**config.mk**
```make
export PLATFORM = sky130hd
export DESIGN_NAME = lpmc_top
export DESIGN_NICKNAME = d
export VERILOG_FILES = /design/src/rtl/lpmc_pkg.sv /design/src/rtl/lpmc_sync_if.sv /design/src/rtl/lpmc_sync.sv /design/src/rtl/lpmc_top.sv
export SDC_FILE = /design/constraint.sdc
export NUM_CORES = 1
export LEC_CHECK = 0
export BUFFER_PORTS_ARGS = -buffer_cell sky130_fd_sc_hd__buf_2
export CAP_MARGIN = 10
export CELL_PAD_IN_SITES_DETAIL_PLACEMENT = 0
export CELL_PAD_IN_SITES_GLOBAL_PLACEMENT = 1
export CORE_UTILIZATION = 35
export DETAILED_ROUTE_END_ITERATION = 10
export PLACE_DENSITY_LB_ADDON = 0.15
export RECOVER_POWER = 100
export SETUP_SLACK_MARGIN = 0.1
export SLEW_MARGIN = 20
export SYNTH_ARGS = -nofsm -noshare
export SYNTH_HDL_FRONTEND = slang
export SYNTH_SLANG_ARGS = --single-unit
```
**constraint.sdc**
```tcl
create_clock -name i_ref_clk -period 3.2 [get_ports i_ref_clk]
set_input_delay 0 -clock i_ref_clk [delete_from_list [all_inputs] [get_ports i_ref_clk]]
set_output_delay 0 -clock i_ref_clk [all_outputs]
set_load 0.05 [all_outputs]
```
**src/rtl/lpmc_pkg.sv**
```systemverilog
// Overview of operation
// - Four low-power modes entered by software request
// - Sleep stops core clock until interrupt
// - Clocked peripherals run, their interrupts wake
// - Deep-sleep powers flash down, gates unkept peripherals
// - Listed peripherals may stay clocked in deep-sleep
// - Listed sources wake from deep-sleep
// - DMA served in deep-sleep without waking
// - Deep-sleep keeps SRAM; unretained banks stay active
// - Power-down stops converter, flash and clocks except the DMA clock and kept peripheral clocks
// - Power-down keeps only serial 3, RTC, timer, comparator
// - Power-down wakes only on listed sources
// - Power-down retains state; unretained banks shut down
// - Deep power-down keeps RTC, reset, wake pins, timer
// - Deep power-down exits on reset, alarm, pins, timer
// - One-hertz alarm flag raises RTC wake request
// - Deep power-down tri-states all functional pins
// - Brownout gives interrupt or reset as configured
// - Group GPIO interrupts wake sleep, deep-sleep, power-down
package lpmc_pkg;
   typedef enum logic [2:0] {
      LPMC_ACTIVE, LPMC_SLEEP, LPMC_DSLEEP, LPMC_PDOWN, LPMC_DPD, LPMC_WAKE
   } lpmc_state_t;
   typedef enum logic [1:0] {
      LPMC_REQ_SLEEP, LPMC_REQ_DSLEEP, LPMC_REQ_PDOWN, LPMC_REQ_DPD
   } lpmc_mode_t;
   // Peripheral keep-clock bits
   localparam int LPMC_NPER = 18;
   localparam int P_USB_FS = 0;
   localparam int P_USB_HS = 1;
   localparam int P_SER0 = 2;
   localparam int P_SER3 = 5;
   localparam int P_SER7 = 9;
   localparam int P_HSSPI = 10;
   localparam int P_UTICK = 11;
   localparam int P_WDOG = 12;
   localparam int P_RTC = 13;
   localparam int P_OSTMR = 14;
   localparam int P_TIMERS = 15;
   localparam int P_COMP = 16;
   localparam int P_BROWN = 17;
   localparam logic [LPMC_NPER-1:0] LPMC_DSLEEP_ALLOW = 18'h3ffff;
   localparam logic [LPMC_NPER-1:0] LPMC_PDOWN_ALLOW = 18'h16020;
   // Wake source bits
   localparam int LPMC_NWAKE = 12;
   localparam int W_PINT = 0;
   localparam int W_GINT = 1;
   localparam int W_OSTMR = 2;
   localparam int W_TIMERS = 3;
   localparam int W_UTICK = 4;
   localparam int W_RTC = 5;
   localparam int W_WDOG = 6;
   localparam int W_BROWN = 7;
   localparam int W_USB = 8;
   localparam int W_SERIAL = 9;
   localparam int W_COMP = 10;
   localparam int W_PLU = 11;
   localparam logic [LPMC_NWAKE-1:0] LPMC_DSLEEP_WAKE = 12'hfff;
   localparam logic [LPMC_NWAKE-1:0] LPMC_PDOWN_WAKE = 12'h626;
   localparam int LPMC_NBANK = 5;
   localparam int LPMC_NWPIN = 4;
   // Flash settle time on wake
   localparam int LPMC_FLASH_NS = 1000;
   localparam int LPMC_CLK_NS = 100;
   localparam int LPMC_FLASH_CYC = (LPMC_FLASH_NS + LPMC_CLK_NS - 1) / LPMC_CLK_NS;
   localparam logic [7:0] LPMC_FLASH_CNT = 8'(LPMC_FLASH_CYC);
endpackage

```
**src/rtl/lpmc_sync_if.sv**
```systemverilog
`timescale 1ns/100ps
`default_nettype none
interface lpmc_sync_if;
   logic [3:0] wake_pin;
   logic rtc_alarm;
   logic brown_low;
   modport src(output wake_pin, output rtc_alarm, output brown_low);
   modport dst(input wake_pin, input rtc_alarm, input brown_low);
endinterface
`default_nettype wire

```
**src/rtl/lpmc_sync.sv**
```systemverilog
`timescale 1ns/100ps
`default_nettype none
module lpmc_sync (
   input wire logic i_ref_clk,
   input wire logic i_rst_n,
   input wire logic [5:0] i_async,
   lpmc_sync_if.src o_sync
);
   logic [5:0] meta_ff;
   logic [5:0] sync_ff;
   // First stage feeds only the second
   always_ff @(posedge i_ref_clk or negedge i_rst_n) begin
      if (!i_rst_n) begin
         meta_ff <= 6'h00;
         sync_ff <= 6'h00;
      end else begin
         meta_ff <= i_async;
         sync_ff <= meta_ff;
      end
   end
   assign o_sync.wake_pin = sync_ff[3:0];
   assign o_sync.rtc_alarm = sync_ff[4];
   assign o_sync.brown_low = sync_ff[5];
endmodule
`default_nettype wire

```
**src/rtl/lpmc_top.sv**
```systemverilog
`timescale 1ns/100ps
`default_nettype none
module lpmc_top (
   input wire logic i_ref_clk,
   input wire logic i_rst_n,
   input wire logic i_sleep_req,
   input wire lpmc_pkg::lpmc_mode_t i_mode,
   input wire logic [lpmc_pkg::LPMC_NPER-1:0] i_keep_clk,
   input wire logic [lpmc_pkg::LPMC_NBANK-1:0] i_bank_retain,
   input wire logic i_ostmr_en,
   input wire logic i_irq_any,
   input wire logic [lpmc_pkg::LPMC_NWAKE-1:0] i_wake_src,
   input wire logic i_dma_req,
   input wire logic i_one_hz_alarm_flag,
   input wire logic i_ostmr_timeout,
   input wire logic [lpmc_pkg::LPMC_NWPIN-1:0] i_wake_pin,
   input wire logic i_brown_low,
   input wire logic i_brown_reset_en,
   output logic o_core_clk_en,
   output logic [lpmc_pkg::LPMC_NPER-1:0] o_per_clk_en,
   output logic o_flash_pwr,
   output logic o_dcdc_en,
   output logic [lpmc_pkg::LPMC_NBANK-1:0] o_bank_retain,
   output logic [lpmc_pkg::LPMC_NBANK-1:0] o_bank_shut,
   output logic o_dma_clk_en,
   output logic o_main_pwr,
   output logic o_ostmr_pwr,
   output logic o_pins_oe_n,
   output logic o_rtc_wake_irq,
   output logic o_brown_irq,
   output logic o_sys_reset,
   output logic o_core_run,
   output lpmc_pkg::lpmc_state_t o_state
);
   import lpmc_pkg::*;

   logic [1:0] rst_sync_ff;
   logic rst_n;
   always_ff @(posedge i_ref_clk or negedge i_rst_n) begin
      if (!i_rst_n) begin
         rst_sync_ff <= 2'h0;
      end else begin
         rst_sync_ff <= {rst_sync_ff[0], 1'b1};
      end
   end
   assign rst_n = rst_sync_ff[1];

   // Pin and RTC-domain levels come from outside this clock
   lpmc_sync_if sif ();
   lpmc_sync u_sync (
      .i_ref_clk(i_ref_clk),
      .i_rst_n(rst_n),
      .i_async({i_brown_low, i_one_hz_alarm_flag, i_wake_pin}),
      .o_sync(sif.src)
   );

   lpmc_state_t state_ff, nxt_state;
   logic [7:0] wake_cnt_ff;
   logic [LPMC_NPER-1:0] keep_ff;
   logic brown_evt;
   logic wake_now;
   logic dpd_exit;
   logic [LPMC_NPER-1:0] entry_keep;
   logic in_wake;

   assign brown_evt = sif.brown_low;
   assign dpd_exit = sif.rtc_alarm || (|sif.wake_pin) ||
                     (i_ostmr_en && i_ostmr_timeout);

   always_comb begin
      case (state_ff)
         LPMC_SLEEP: wake_now = i_irq_any || i_wake_src[W_GINT];
         LPMC_DSLEEP: wake_now = |(i_wake_src & LPMC_DSLEEP_WAKE);
         LPMC_PDOWN: wake_now = |(i_wake_src & LPMC_PDOWN_WAKE);
         default: wake_now = 1'b0;
      endcase
   end

   always_comb begin
      nxt_state = state_ff;
      case (state_ff)
         LPMC_ACTIVE: begin
            if (i_sleep_req) begin
               case (i_mode)
                  LPMC_REQ_SLEEP: nxt_state = LPMC_SLEEP;
                  LPMC_REQ_DSLEEP: nxt_state = LPMC_DSLEEP;
                  LPMC_REQ_PDOWN: nxt_state = LPMC_PDOWN;
                  default: nxt_state = LPMC_DPD;
               endcase
            end
         end
         LPMC_SLEEP: begin
            if (wake_now) begin
               nxt_state = LPMC_ACTIVE;
            end
         end
         LPMC_DSLEEP, LPMC_PDOWN: begin
            if (wake_now) begin
               nxt_state = LPMC_WAKE;
            end
         end
         LPMC_WAKE: begin
            if (wake_cnt_ff == 8'h00) begin
               nxt_state = LPMC_ACTIVE;
            end
         end
         LPMC_DPD: begin
            if (dpd_exit) begin
               nxt_state = LPMC_ACTIVE;
            end
         end
         default: nxt_state = LPMC_ACTIVE;
      endcase
      // Brownout reset outranks every mode, so the outputs follow it at once
      if (brown_evt && i_brown_reset_en) begin
         nxt_state = LPMC_ACTIVE;
      end
   end

   // Deep power-down exit is a full reset, as the chip lost power
   always_ff @(posedge i_ref_clk or negedge rst_n) begin
      if (!rst_n) begin
         state_ff <= LPMC_ACTIVE;
      end else begin
         state_ff <= nxt_state;
      end
   end

   always_ff @(posedge i_ref_clk or negedge rst_n) begin
      if (!rst_n) begin
         wake_cnt_ff <= 8'h00;
      end else if (state_ff != LPMC_WAKE) begin
         wake_cnt_ff <= LPMC_FLASH_CNT - 8'h01;
      end else if (wake_cnt_ff != 8'h00) begin
         wake_cnt_ff <= wake_cnt_ff - 8'h01;
      end
   end

   always_comb begin
      case (i_mode)
         LPMC_REQ_DSLEEP: entry_keep = i_keep_clk & LPMC_DSLEEP_ALLOW;
         LPMC_REQ_PDOWN: entry_keep = i_keep_clk & LPMC_PDOWN_ALLOW;
         default: entry_keep = i_keep_clk;
      endcase
   end

   // Keep mask is captured at entry so later writes cannot widen it
   always_ff @(posedge i_ref_clk or negedge rst_n) begin
      if (!rst_n) begin
         keep_ff <= '0;
      end else if (state_ff == LPMC_ACTIVE && i_sleep_req) begin
         keep_ff <= entry_keep;
      end
   end

   always_ff @(posedge i_ref_clk or negedge rst_n) begin
      if (!rst_n) begin
         o_core_clk_en <= 1'b1;
         o_core_run <= 1'b1;
         o_per_clk_en <= '1;
         o_flash_pwr <= 1'b1;
         o_dcdc_en <= 1'b1;
         o_main_pwr <= 1'b1;
         o_pins_oe_n <= 1'b0;
      end else begin
         o_core_clk_en <= (nxt_state == LPMC_ACTIVE);
         o_core_run <= (nxt_state == LPMC_ACTIVE);
         case (nxt_state)
            // Entry edge takes the mask directly, as keep_ff loads on that same edge
            LPMC_SLEEP, LPMC_DSLEEP, LPMC_PDOWN: begin
               o_per_clk_en <= (state_ff == LPMC_ACTIVE) ? entry_keep : keep_ff;
            end
            LPMC_DPD: o_per_clk_en <= '0;
            default: o_per_clk_en <= '1;
         endcase
         o_flash_pwr <= !(nxt_state inside {LPMC_DSLEEP, LPMC_PDOWN, LPMC_DPD});
         o_dcdc_en <= !(nxt_state inside {LPMC_PDOWN, LPMC_DPD});
         o_main_pwr <= (nxt_state != LPMC_DPD);
         o_pins_oe_n <= (nxt_state == LPMC_DPD);
      end
   end

   always_ff @(posedge i_ref_clk or negedge rst_n) begin
      if (!rst_n) begin
         o_bank_retain <= '0;
         o_bank_shut <= '0;
         o_ostmr_pwr <= 1'b1;
         o_dma_clk_en <= 1'b1;
      end else begin
         o_bank_retain <= (nxt_state == LPMC_ACTIVE) ? '0 : i_bank_retain;
         o_bank_shut <= (nxt_state inside {LPMC_PDOWN, LPMC_DPD}) ?
                        ~i_bank_retain : '0;
         o_ostmr_pwr <= (nxt_state != LPMC_DPD) || i_ostmr_en;
         o_dma_clk_en <= (nxt_state != LPMC_DSLEEP) || i_dma_req;
      end
   end

   always_ff @(posedge i_ref_clk or negedge rst_n) begin
      if (!rst_n) begin
         o_rtc_wake_irq <= 1'b0;
         o_brown_irq <= 1'b0;
         o_sys_reset <= 1'b0;
         o_state <= LPMC_ACTIVE;
      end else begin
         o_rtc_wake_irq <= sif.rtc_alarm;
         o_brown_irq <= brown_evt && !i_brown_reset_en;
         o_sys_reset <= (brown_evt && i_brown_reset_en) ||
                        (state_ff == LPMC_DPD && dpd_exit);
         o_state <= nxt_state;
      end
   end

   assign in_wake = (state_ff == LPMC_WAKE);

   a_sleep_gate: assert property (@(posedge i_ref_clk) disable iff (!rst_n)
      (state_ff == LPMC_SLEEP && !i_irq_any && !i_wake_src[W_GINT] && !brown_evt)
      |=> !o_core_clk_en) else $error("core clock on in sleep");
   a_sleep_wake: assert property (@(posedge i_ref_clk) disable iff (!rst_n)
      (state_ff == LPMC_SLEEP && i_irq_any) |=> o_core_run)
      else $error("sleep not left on interrupt");
   a_flash_off: assert property (@(posedge i_ref_clk) disable iff (!rst_n)
      (state_ff inside {LPMC_DSLEEP, LPMC_PDOWN}) |-> !o_flash_pwr)
      else $error("flash powered in deep mode");
   a_pdown_keep: assert property (@(posedge i_ref_clk) disable iff (!rst_n)
      (state_ff == LPMC_PDOWN) |-> ((o_per_clk_en & ~LPMC_PDOWN_ALLOW) == '0))
      else $error("forbidden clock in power-down");
   a_pdown_dcdc: assert property (@(posedge i_ref_clk) disable iff (!rst_n)
      (state_ff == LPMC_PDOWN) |-> !o_dcdc_en) else $error("converter on");
   a_pdown_nowake: assert property (@(posedge i_ref_clk) disable iff (!rst_n)
      (state_ff == LPMC_PDOWN && !brown_evt &&
       (i_wake_src & LPMC_PDOWN_WAKE) == '0) |=> state_ff == LPMC_PDOWN)
      else $error("power-down left without source");
   a_wake_delay: assert property (@(posedge i_ref_clk) disable iff (!rst_n)
      ($rose(state_ff == LPMC_WAKE) && !brown_evt) |-> !o_core_run [*2])
      else $error("core released before flash ready");
   a_dpd_pins: assert property (@(posedge i_ref_clk) disable iff (!rst_n)
      (state_ff == LPMC_DPD) |-> (o_pins_oe_n && !o_main_pwr))
      else $error("pins driven in deep power-down");
   a_dpd_exit: assert property (@(posedge i_ref_clk) disable iff (!rst_n)
      (state_ff == LPMC_DPD && sif.rtc_alarm) |=> o_sys_reset)
      else $error("no exit on alarm");
   a_brown_irq: assert property (@(posedge i_ref_clk) disable iff (!rst_n)
      (brown_evt && !i_brown_reset_en) |=> (o_brown_irq && !o_sys_reset))
      else $error("brownout response wrong");
   // A wake that ends early would hand the core a flash that is not yet ready
   a_wake_len: assert property (@(posedge i_ref_clk) disable iff (!rst_n)
      (state_ff == LPMC_ACTIVE && $past(state_ff) == LPMC_WAKE && !$past(brown_evt))
      |-> $past(in_wake, LPMC_FLASH_CYC)) else $error("flash settle cut short");
   a_dma_gate: assert property (@(posedge i_ref_clk) disable iff (!rst_n)
      (state_ff == LPMC_DSLEEP) |-> (o_dma_clk_en == $past(i_dma_req)))
      else $error("dma clock wrong in deep-sleep");
   a_bank_dsleep: assert property (@(posedge i_ref_clk) disable iff (!rst_n)
      (state_ff == LPMC_DSLEEP) |-> (o_bank_shut == '0 &&
       o_bank_retain == $past(i_bank_retain))) else $error("bank state wrong in deep-sleep");
   a_bank_pdown: assert property (@(posedge i_ref_clk) disable iff (!rst_n)
      (state_ff == LPMC_PDOWN) |-> (o_bank_shut == ~$past(i_bank_retain)))
      else $error("bank not shut in power-down");
   a_rtc_irq: assert property (@(posedge i_ref_clk) disable iff (!rst_n)
      sif.rtc_alarm |=> o_rtc_wake_irq) else $error("alarm raised no wake request");
   a_ostmr_dpd: assert property (@(posedge i_ref_clk) disable iff (!rst_n)
      (state_ff == LPMC_DPD) |-> (o_ostmr_pwr == $past(i_ostmr_en)))
      else $error("timer power wrong in deep power-down");
   c_sleep: cover property (@(posedge i_ref_clk) disable iff (!rst_n)
      state_ff == LPMC_SLEEP ##1 state_ff == LPMC_ACTIVE);
   c_dsleep: cover property (@(posedge i_ref_clk) disable iff (!rst_n)
      state_ff == LPMC_DSLEEP ##1 state_ff == LPMC_WAKE);
   c_pdown: cover property (@(posedge i_ref_clk) disable iff (!rst_n)
      state_ff == LPMC_PDOWN ##1 state_ff == LPMC_WAKE);
   c_dpd: cover property (@(posedge i_ref_clk) disable iff (!rst_n)
      state_ff == LPMC_DPD ##1 state_ff == LPMC_ACTIVE);
endmodule
`default_nettype wire

```
==> Word level (Yosys, flattened, before mapping) <==
Cells that the tools add are included.
{ "classes": {"n_mux": 16, "bitwise_logic": 1, "addsub": 1, "eq_ne": 14, "n_reduce_logical": 27} }
{ "ops": {"columns": ["op", "n"], "rows": [
  ["$mux W18", 2],
  ["$pmux W18 S2", 1],
  ["$mux W3", 6],
  ["$mux W8", 2],
  ["$pmux W3 S5", 1],
  ["$eq A3 B2 Y1 const B", 4],
  ["$reduce_or A12 Y1", 1],
  ["$mux W5", 2],
  ["$eq A3 B3 Y1 const B", 3],
  ["$pmux W3 S3", 1],
  ["$logic_not A8 Y1", 1],
  ["$reduce_bool A8 Y1", 1],
  ["$sub A8 B1 Y8 const B", 1],
  ["$eq A3 B1 Y1 const B", 2],
  ["$logic_not A3 Y1", 2],
  ["$logic_or A1 B1 Y1", 6],
  ["$ne A3 B3 Y1 const B", 2],
  ["$logic_and A1 B1 Y1", 5],
  ["$not A5 Y5", 1],
  ["$reduce_or A5 Y1", 1],
  ["$reduce_bool A2 Y1", 2],
  ["$reduce_or A4 Y1", 1],
  ["$logic_not A1 Y1", 3],
  ["$ne A3 B2 Y1 const B", 1],
  ["7 further kinds", 7]
]} }
{ "totals": {"reg_bits": 81, "in_bits": 51} }

==> Depth between registers and ports, before layout <==
Gate-level depths: netlist of the first run.
{ "logic_depth": {"word_depth": 9, "mapped_depth": 8} }

==> By module <==
A second synthesis of the first run with hierarchy kept.
{ "unflattened": {"cells_unflattened": 302, "area_unflattened_um2": 3326.9} }
{ "by_module_without_submodules": {"columns": ["module", "instances", "area_each_um2", "seq_area_each_um2", "cells_each"], "rows": [
  ["lpmc_top", 1, 3026.7, 1756.7, 290],
  ["lpmc_sync", 1, 300.3, 300.3, 12]
]} }

==> Least setup slack after synthesis of the first run <==
Ideal clock, no wire load.
{ "synth_path": {"path_kind": "reg-to-reg", "start": "register o_state[2] (netlist name)", "end": "register o_bank_shut[0] (netlist name)", "required_ns": 3.113, "setup_time_ns": 0.087, "slack_ns": 1.000, "arrival_time_ns": 2.113, "period_less_slack_ns": 2.200, "stages_incl_launch_ff": 8, "n_path_buf": 2, "cell_sequence": "dfrtp_1 buf_6 or4b_1 buf_2 nor3_2 a31oi_1 a31o_4 a211oi_2"} }
{ "synth_lines": {"columns": ["element", "line", "text"], "rows": [
  ["end signal, assigned", "lpmc_top.sv:191", "o_bank_shut <= (nxt_state inside {LPMC_PDOWN, LPMC_DPD}) ?"],
  ["end, declared", "lpmc_top.sv:24", "output logic [lpmc_pkg::LPMC_NBANK-1:0] o_bank_shut,"]
]} }

==> flow_metrics.tcl, run 1 <==
set metrics [dict create \
    status "finished clean" \
    slowest_delay_ns 0.74 \
    start_util 0.364 \
    num_rows 35 \
    cts_tree "yes" \
    synth_fp_nets 368 \
    critPathCaptureType "flip-flop" \
    hpwl_um 5060 \
    synth_simple_gate_area_share 0.180 \
    grt_usage 0.166 \
    p_leak_nw 1.94 \
    synth.area.top_cells "dfrtp_1 (42%), dfstp_2 (19%), nand2_1 (5.6%), o21ai_0 (4.4%), a31oi_1 (3.7%)" \
    grt_pass1_wl_um 12800 \
    synth_top_family_by_area "simple AND/OR/NAND/NOR gates" \
    period_minus_slack_ns 2.60 \
    synthCells 312 \
    min_path_cells 4 \
    place_worst_setup_slack_ns 0.806 \
    num_vias 2630 \
    routed_wl_um 7710 \
    yosys.cell_types.count 48 \
    place_area_um2 3960 \
    cts.sinks 81 \
    finalSetupTns_ns 0 \
    yosysTopAreaCellShare 0.420 \
    power_density_nw_per_um2 863 \
    crit_arrival_ns 2.83 \
    core_area_um2 9330 \
    numPortBuffers 92 \
    required_ns 3.43 \
    grt_max_degree 80 \
    die-area_um2 10100 \
    instances_no_fill 571 \
    slowest_stage "nor2_2" \
    die_w_um 101 \
    finalMaxSlewViolations 0 \
    clk_latency_ns 0.34 \
    finalSetupViolations 0 \
    synthMuxAreaShare 0.0147 \
    synth_area_um2 3400 \
    setup_ws_ns 0.604 \
    grt_overflow 0 \
    cp_max_fo 21 \
    cts.repair.resized 0 \
    skew_ns 0.00871 \
    fin_nets 493 \
    synth-compound-area-share 0.129 \
    ys_ff_latch 81 \
    ant_nets 0 \
    n_antenna_cell 0 \
    die_h_um 101 \
    antenna_found_initial 0 \
    finish.instance_area_um2 4390 \
    maxCapViolCount 0 \
    peakVddDrop_mv 0.306 \
    clk_path_buf_depth 2 \
    slew_headroom 0.114 \
    clkSlewWorstSetupHoldPaths_ns 0.08 \
    synthToLayoutAreaGrowth_pct 29.2 \
    fmax_mhz 385 \
    hold_path.class "in -> reg" \
    final_util 0.471 \
    syn_area_per_cell_um2 10.9 \
    yosys_warnings 0 \
    ios 93 \
    synth_edf_count 0 \
    wl_per_cell_um 13.5 \
    gp_congestion 0.815 \
    viasPerCell 4.61 \
    drive_above_1_share 0.224 \
    dr.pass1.iters 4 \
    reg2reg_depth 5 \
    dp_cells 520 \
    yosysSeqAreaShare 0.605 \
    synth-xor-area-share 0.0155 \
    cts-htree-levels 3 \
    path_class "reg -> reg" \
    path_cells "nor4b_1 > and2_0 > or4_1 > nor2_2 > a31oi_1" \
    final-hold-violation-count 0 \
    async_flop_share 1.00 \
    cts-buffers-inserted 9 \
    yosys_most_used_dff "dfrtp_1" \
    cts_root_buf "clkbuf_8" \
    post-route-period-util 0.811 \
    rsz0062_at_grt "false" \
    drc 0 \
    yosys.area.top_type "dfrtp_1" \
    drtIter0Drc 84 \
    worst_pin_slew_ns 1.33 \
    grt_pass1_vias 2657 \
    synth_fa_ha_area_frac 0.0184 \
    critical_path.startpoint_type "flip-flop" \
]
-- registers in the layout, summed over array words and instances (netlist names) --
name / cells
keep_ff: 18
o_bank_retain: 5
o_bank_shut: 5
o_brown_irq: 1
o_core_run: 1
o_dcdc_en: 1
o_dma_clk_en: 1
o_flash_pwr: 1
o_main_pwr: 1
o_ostmr_pwr: 1
o_per_clk_en: 18
o_pins_oe_n: 1
o_rtc_wake_irq: 1
o_state: 3
o_sys_reset: 1
rst_sync_ff: 2
u_sync.meta_ff: 6
u_sync.sync_ff: 6
wake_cnt_ff: 8
-- worst max-delay path: cells and delay by family (launching register included) --
kind	cells	cell delay [ns]
compound gates	1	0.10
flops	1	0.57
simple gates	4	1.82
-- power breakdown --
| part | internal [mW] | leakage, nW | total (mW) | switching, mW |
|---|---|---|---|---|
| combinational | 0.384 | 0.877 | 1.54 | 1.16 |
| sequential | 1.37 | 0.970 | 1.51 | 0.143 |
| clock | 0.380 | 0.0953 | 0.739 | 0.360 |
-- metal layers --
layer  GRT usage  wire (um)
met2       0.252       3500
met4      0.0825        157
met1       0.228       3730
met5           0          0
met3      0.0298        324
-- cell usage in the layout (no fill, tap or decap), types with 2 or more instances in the layout --
cell            n
a21o_1          2
clkinvlp_4      2
mux2i_1         5
nor4_1          3
nor4b_1         2
buf_2          50
nand2b_1       15
dlygate4sd3_1  34
clkbuf_1       44
clkbuf_8       10
xor2_1          4
nand2_1        51
dfstp_2        24
a211oi_1        6
or3_1           2
and3_1          2
o21ai_1         2
buf_4           3
xnor2_1         2
o21ai_0        29
nor3_1          2
nand3_1         5
inv_1           7
dfrtp_1        57
or4_1           2
ha_1            5
nor3_2          2
nor2_1         25
nor2b_1         2
nor2_2          2
a31oi_1        20
clkinv_2        2
-- timing repair --
item	in CTS	in global routing
hold endpoints to repair	43	0
hold buffers	34	0
buffers inserted	0	0
-- metrics by stage --
stage / power (mW) / hold WS (ns)
global placement: 3.11 / -0.215
finish: 3.79 / 0.132
detailed placement: 3.11 / -0.214
CTS: 3.91 / 0.0924
floorplan: 2.77 / -0.296
global route: 4.05 / 0.140
-- kinds of logic (layout without fill, tap and decap cells) --
kind of cell / count (synthesis) / after routing
muxes: 5 / 5
buffers and inverters: 24 / 154
AOI/OAI and AO/OA: 67 / 67
DFF: 81 / 81
xor gates and xnor gates: 6 / 6
adders and majority gates: 5 / 5
and+or+nand+nor: 123 / 123
other: 1 / 1
-- layout make-up --
| cell class | count | area, um^2 |
|---|---|---|
| fill | 920 | 4940 |
| sequential | 81 | 2060 |
| multi-input combinational | 207 | 1170 |
| timing repair buffer | 131 | 779 |
| tap | 129 | 161 |
| clock buffer | 11 | 141 |
| clock inverter | 5 | 55.1 |
| inverter | 7 | 26.3 |
-- Yosys cell counts (all sizes together), types with 2 or more instances --
cell type / instances
a211oi: 6
a21o: 2
a31oi: 20
and2: 2
and3: 2
buf: 11
clkbuf: 6
dfrtp: 57
dfstp: 24
ha: 5
inv: 7
mux2i: 5
nand2: 52
nand2b: 15
nand3: 5
nor2: 27
nor2b: 2
nor3: 4
nor4: 3
nor4b: 2
o21ai: 31
or3: 2
or4: 2
xnor2: 2
xor2: 4
-- final timing paths --
| kind | to | slack, ns | from |
|---|---|---|---|
| worst min-delay path | keep_ff[16]$_DFFE_PN0P_ | 0.13 | i_sleep_req |
| worst max register to register | o_per_clk_en[5]$_DFF_PN1_ | 0.60 | o_state[2]$_DFF_PN0_ |
| worst min register to register | u_sync.sync_ff[2]$_DFF_PN0_ | 0.35 | u_sync.meta_ff[2]$_DFF_PN0_ |
| worst max-delay path | o_per_clk_en[5]$_DFF_PN1_ | 0.60 | o_state[2]$_DFF_PN0_ |
| min in group asynchronous | keep_ff[10]$_DFFE_PN0P_ | 0.41 | rst_sync_ff[1]$_DFF_PN0_ |
| max in group asynchronous | o_bank_retain[4]$_DFF_PN0_ | 0.96 | rst_sync_ff[1]$_DFF_PN0_ |
Note: power is estimated with default switching activity, not from simulation.
==> inputs of run 2 (changes only) <==
clock period = 2.3 ns   (was 3.2 ns; I/O delays follow)
==> flow_metrics.tcl, run 2 (synthesized netlist as in run 1, its figures left out) <==
set metrics [dict create \
    status "finished clean" \
    grt_util_met1 0.232 \
    finalMaxSlewViolations 0 \
    period_minus_slack_ns 2.03 \
    grt.busiest_layer "met2" \
    gp_congestion 0.750 \
    ios 93 \
    drive_above_1_share 0.243 \
    num_vias 2631 \
    dr.pass1.iters 5 \
    viasPerCell 4.55 \
    p_leak_nw 2.00 \
    core_area_um2 9330 \
    path_class "reg -> reg" \
    cts_root_buf "clkbuf_8" \
    peakVddDrop_mv 0.584 \
    layout_commonest_cell "dfrtp_1" \
    rsz0062_at_grt "false" \
    p_total_mw 5.36 \
    hpwl_um 5420 \
    die_h_um 101 \
    die_w_um 101 \
    reg2reg_from "u_sync.sync_ff[0]$_DFF_PN0_" \
    fin_nets 500 \
    routed_wl_um 7910 \
    r2r_setup_slack_ns 0.27 \
    min_path_cells 4 \
    post-route-period-util 0.885 \
    finalSetupViolations 0 \
    numPortBuffers 92 \
    drc 0 \
    grt_overflow 0 \
    grt_max_degree 35 \
    grtUsageMet3 0.0347 \
    drtIter0Drc 54 \
    worst_pin_slew_ns 1.37 \
    clk_latency_ns 0.35 \
    num_rows 35 \
    cts-htree-levels 3 \
    grt_pass1_wl_um 13000 \
    dp_cells 528 \
    reg.largest.list "keep_ff: 18 flops, o_per_clk_en: 18 flops, wake_cnt_ff: 8 flops" \
    hold_path.startpoint "i_ostmr_timeout" \
    worstHoldEndpoint "o_sys_reset$_DFF_PN0_" \
    die-area_um2 10100 \
    cp_max_fo 21 \
    grt_usage 0.171 \
    n_antenna_cell 0 \
    crit_arrival_ns 2.29 \
    final-hold-violation-count 0 \
    slew_headroom 0.0878 \
    critical_path.startpoint_type "flip-flop" \
    power_density_nw_per_um2 1190 \
    antenna_found_initial 0 \
    skew_ns 0.0142 \
    ant_nets 0 \
    place_worst_setup_slack_ns 0.306 \
    maxCapViolCount 0 \
    required_ns 2.56 \
    finalSetupTns_ns 0 \
    synthToLayoutAreaGrowth_pct 32.1 \
    r2r_end "o_per_clk_en[1]$_DFF_PN1_" \
    cts-buffers-inserted 9 \
    grt_pass1_vias 2611 \
    clkSlewWorstSetupHoldPaths_ns 0.09 \
    gr-usage-met2 0.269 \
    instances_no_fill 578 \
    hold_path.class "in -> reg" \
    reg2reg_depth 6 \
    cts.sinks 81 \
    cts_tree "yes" \
    layout_common_cells "dfrtp_1 (57), nand2_1 (51), buf_2 (50)" \
    fmax_mhz 491 \
    setup_ws_ns 0.265 \
    clk_path_buf_depth 2 \
    start_util 0.364 \
    critPathCaptureType "flip-flop" \
    wl_per_cell_um 13.7 \
]
[run 2: cell count changes in the layout (fill, tap and decap cells not counted), sizes merged]
cell      change
buf           +7
inv           +1
clkinv        +1
clkbuf        -1
clkinvlp      -1
[run 2: area by class of cell]
cell class | count | area, um^2
fill | 940 | 4840
sequential | 81 | 2060
multi-input combinational | 207 | 1180
timing repair buffer | 138 | 858
tap | 129 | 161
clock buffer | 10 | 138
clock inverter | 6 | 65.1
inverter | 7 | 26.3
[run 2: stage by stage]
stage           util  area [um^2]  hold WS, ns
2_1_floorplan      -         3400       -0.296
5_1_grt        0.481         4490        0.165
3_3_place_gp   0.434         4050       -0.215
6_report       0.481         4490        0.149
4_1_cts        0.492         4590        0.144
3_5_place_dp   0.434         4050       -0.211
[run 2: repair_timing]
action,in CTS,in global routing
hold buffers,34,0
hold endpoints to repair,48,0
buffers inserted,0,0
resized for setup,0,0
[run 2: how the worst max path moves through the flow]
stage / cells past startpoint / endpoint / startpoint
2_1_floorplan: 7 / o_bank_shut[0]$_DFF_PN0_ / o_state[2]$_DFF_PN0_
3_3_place_gp: 5 / o_bank_shut[0]$_DFF_PN0_ / u_sync.sync_ff[0]$_DFF_PN0_
3_5_place_dp: 5 / o_bank_shut[3]$_DFF_PN0_ / u_sync.sync_ff[0]$_DFF_PN0_
4_1_cts: 5 / o_bank_shut[3]$_DFF_PN0_ / u_sync.sync_ff[0]$_DFF_PN0_
5_1_grt: 5 / o_bank_shut[1]$_DFF_PN0_ / o_state[0]$_DFF_PN0_
6_report: 6 / o_per_clk_en[1]$_DFF_PN1_ / u_sync.sync_ff[0]$_DFF_PN0_
[run 2: layer usage]
metal  vias to the layer above  part of all wire
met3                        10             0.035
met1                      1236              0.49
met2                        60              0.47
met4                         0             0.012
met5                         -                 0
li1                       1325                 -
[run 2: worst max-delay path, cell delays in order, from the launching register on]
cell and delay, ns:
dfrtp_1 0.36, or3_1 0.38, o31a_1 0.28, or4_1 0.46, nor2_1 0.20, buf_12 0.20, a31oi_1 0.07
[run 2: power by group]
part           switching, mW  total [mW]  leakage [nW]  internal, mW
logic                   1.64        2.22         0.927         0.579
registers              0.184        2.08         0.970          1.90
clock network          0.525        1.06         0.103         0.533
total                   2.35        5.36          2.00          3.01
==> inputs of run 3 (changes only) <==
==> constraint.sdc (replaced) <==
create_clock -name i_ref_clk -period 2.3 [get_ports i_ref_clk]
set_input_delay 0.115 -clock i_ref_clk [delete_from_list [all_inputs] [get_ports i_ref_clk]]
set_output_delay 0.115 -clock i_ref_clk [all_outputs]
set_load 0.05 [all_outputs]
==> flow_metrics.tcl, run 3 (synthesized netlist as in run 1, its figures left out) <==
set metrics [dict create \
    start_util 0.364 \
    violations "capacitance limit, slew limit" \
    slew_headroom -0.151 \
    fin_nets 485 \
    path_cells "or4b_1 > nor3_2 > a31oi_1 > a31o_1 > a211oi_1" \
    dr.pass1.iters 4 \
    grt_pass1_wl_um 12900 \
    hold_path.startpoint "i_ostmr_en" \
    clk_path_buf_depth 2 \
    drc 0 \
    grt_pass1_vias 2602 \
    critical_path.startpoint_type "flip-flop" \
    layout_common_cells "dfrtp_1 (57), nand2_1 (51), buf_2 (49)" \
    num_rows 35 \
    grt_usage 0.167 \
    period_minus_slack_ns 2.04 \
    grt_overflow 0 \
    cp_max_fo 10 \
    required_ns 2.53 \
    gp_congestion 0.746 \
    synthToLayoutAreaGrowth_pct 26.5 \
    instances_no_fill 562 \
    fmax_mhz 491 \
    worstHoldEndpoint "o_ostmr_pwr$_DFF_PN1_" \
    slowest_delay_ns 0.55 \
    post-route-period-util 0.886 \
    cts_root_buf "clkbuf_8" \
    die-area_um2 10100 \
    die_h_um 101 \
    reg2reg_depth 5 \
    n_antenna_cell 0 \
    num_vias 2586 \
    die_w_um 101 \
    r2r_setup_slack_ns 0.26 \
    reg2reg_from "o_state[0]$_DFF_PN0_" \
    fillers 928 \
    slowest_stage "or4b_1" \
    hold_path.class "in -> reg" \
    p_leak_nw 1.93 \
    rsz0062_at_grt "false" \
    finalMaxSlewViolations 45 \
    reg.largest.list "keep_ff: 18 flops, o_per_clk_en: 18 flops, wake_cnt_ff: 8 flops" \
    status "complete, but fails checks" \
    finalSetupTns_ns 0 \
    wl_per_cell_um 13.8 \
    clk_latency_ns 0.34 \
    viasPerCell 4.60 \
    numPortBuffers 92 \
    core_area_um2 9330 \
    clkSlewWorstSetupHoldPaths_ns 0.07 \
    cts_setup_buffers 0 \
    finalSetupViolations 0 \
    dp_cells 529 \
    crit_arrival_ns 2.27 \
    ios 93 \
    critPathTopFamily "simple AND/OR/NAND/NOR gates" \
    maxCapViolCount 1 \
    r2r_end "o_bank_shut[2]$_DFF_PN0_" \
    seq_area_um2 2060 \
    min_path_cells 2 \
    cts-buffers-inserted 9 \
    drtIter0Drc 73 \
    ant_nets 0 \
    peakVddDrop_mv 0.559 \
    final-hold-violation-count 0 \
    layout_commonest_cell "dfrtp_1" \
    hpwl_um 5380 \
    critPathCaptureType "flip-flop" \
    routed_wl_um 7780 \
    skew_ns 0.00951 \
    multiInputGateArea_um2 1180 \
    grt_max_degree 45 \
    cts_tree "yes" \
    antenna_found_initial 0 \
    cts.repair.resized 0 \
    worst_pin_slew_ns 1.73 \
    power_density_nw_per_um2 1230 \
    path_class "reg -> reg" \
    cts-htree-levels 3 \
    drive_above_1_share 0.245 \
    crit_buf_inv 0 \
    cts.sinks 81 \
]
[run 3: area by class of cell]
cell class / count / share of cell area
clock buffer: 11 / 0.0329
clock inverter: 4 / 0.0105
inverter: 7 / 0.00611
multi-input combinational: 207 / 0.273
sequential: 81 / 0.478
tap: 129 / 0.0375
timing repair buffer: 123 / 0.161
[run 3: worst max-delay path by stage]
| stage | cells after the start | slack, ns | startpoint | to |
|---|---|---|---|---|
| 6_report | 5 | 0.26 | o_state[0]$_DFF_PN0_ | o_bank_shut[2]$_DFF_PN0_ |
| 5_1_grt | 6 | 0.09 | wake_cnt_ff[2]$_DFFE_PN0P_ | o_per_clk_en[4]$_DFF_PN1_ |
| 4_1_cts | 5 | 0.27 | u_sync.sync_ff[0]$_DFF_PN0_ | o_bank_shut[2]$_DFF_PN0_ |
| 3_5_place_dp | 8 | 0.29 | i_mode[0] | o_per_clk_en[14]$_DFF_PN1_ |
| 3_3_place_gp | 5 | 0.35 | u_sync.sync_ff[0]$_DFF_PN0_ | o_bank_shut[1]$_DFF_PN0_ |
| 2_1_floorplan | 7 | 0.10 | o_state[2]$_DFF_PN0_ | o_bank_shut[0]$_DFF_PN0_ |
[run 3: repair_timing]
action | 4_1_cts | 5_1_grt
endpoints found under the setup margin | 0 | 0
hold endpoints to repair | 22 | 0
hold buffers | 18 | 0
[run 3: metal layers]
metal / GRT usage / vias up / share of wire
met3: 0.0326 / 12 / 0.041
met1: 0.224 / 1216 / 0.49
met2: 0.267 / 63 / 0.45
li1: - / 1295 / -
met5: 0 / - / 0
met4: 0.0635 / 0 / 0.015
[run 3: per-stage QoR]
stage	cell area (um^2)	setup WS (ns)	utilization	hold WS (ns)	total power [mW]
floorplan	3400	0.100	-	-0.181	3.85
global placement	4040	0.350	0.433	-0.0995	4.37
detailed placement	4040	0.290	0.433	-0.0987	4.38
CTS	4410	0.268	0.473	0.00926	5.44
global route	4300	0.0937	0.461	0.0145	5.65
finish	4300	0.261	0.461	0.0265	5.29
[run 3: report_power, final]
group | internal [mW] | total (mW) | switching (mW) | leakage, nW
Combinational | 0.557 | 2.19 | 1.63 | 0.856
Clock | 0.521 | 1.01 | 0.490 | 0.0989
Sequential | 1.90 | 2.09 | 0.187 | 0.970
Total | 2.98 | 5.29 | 2.31 | 1.93
[run 3: worst reg2reg max path, stage by stage (launching register included)]
cell,delay [ns]
dfrtp_1,0.50
or4b_1,0.55
nor3_2,0.17
a31oi_1,0.10
a31o_1,0.33
a211oi_1,0.29
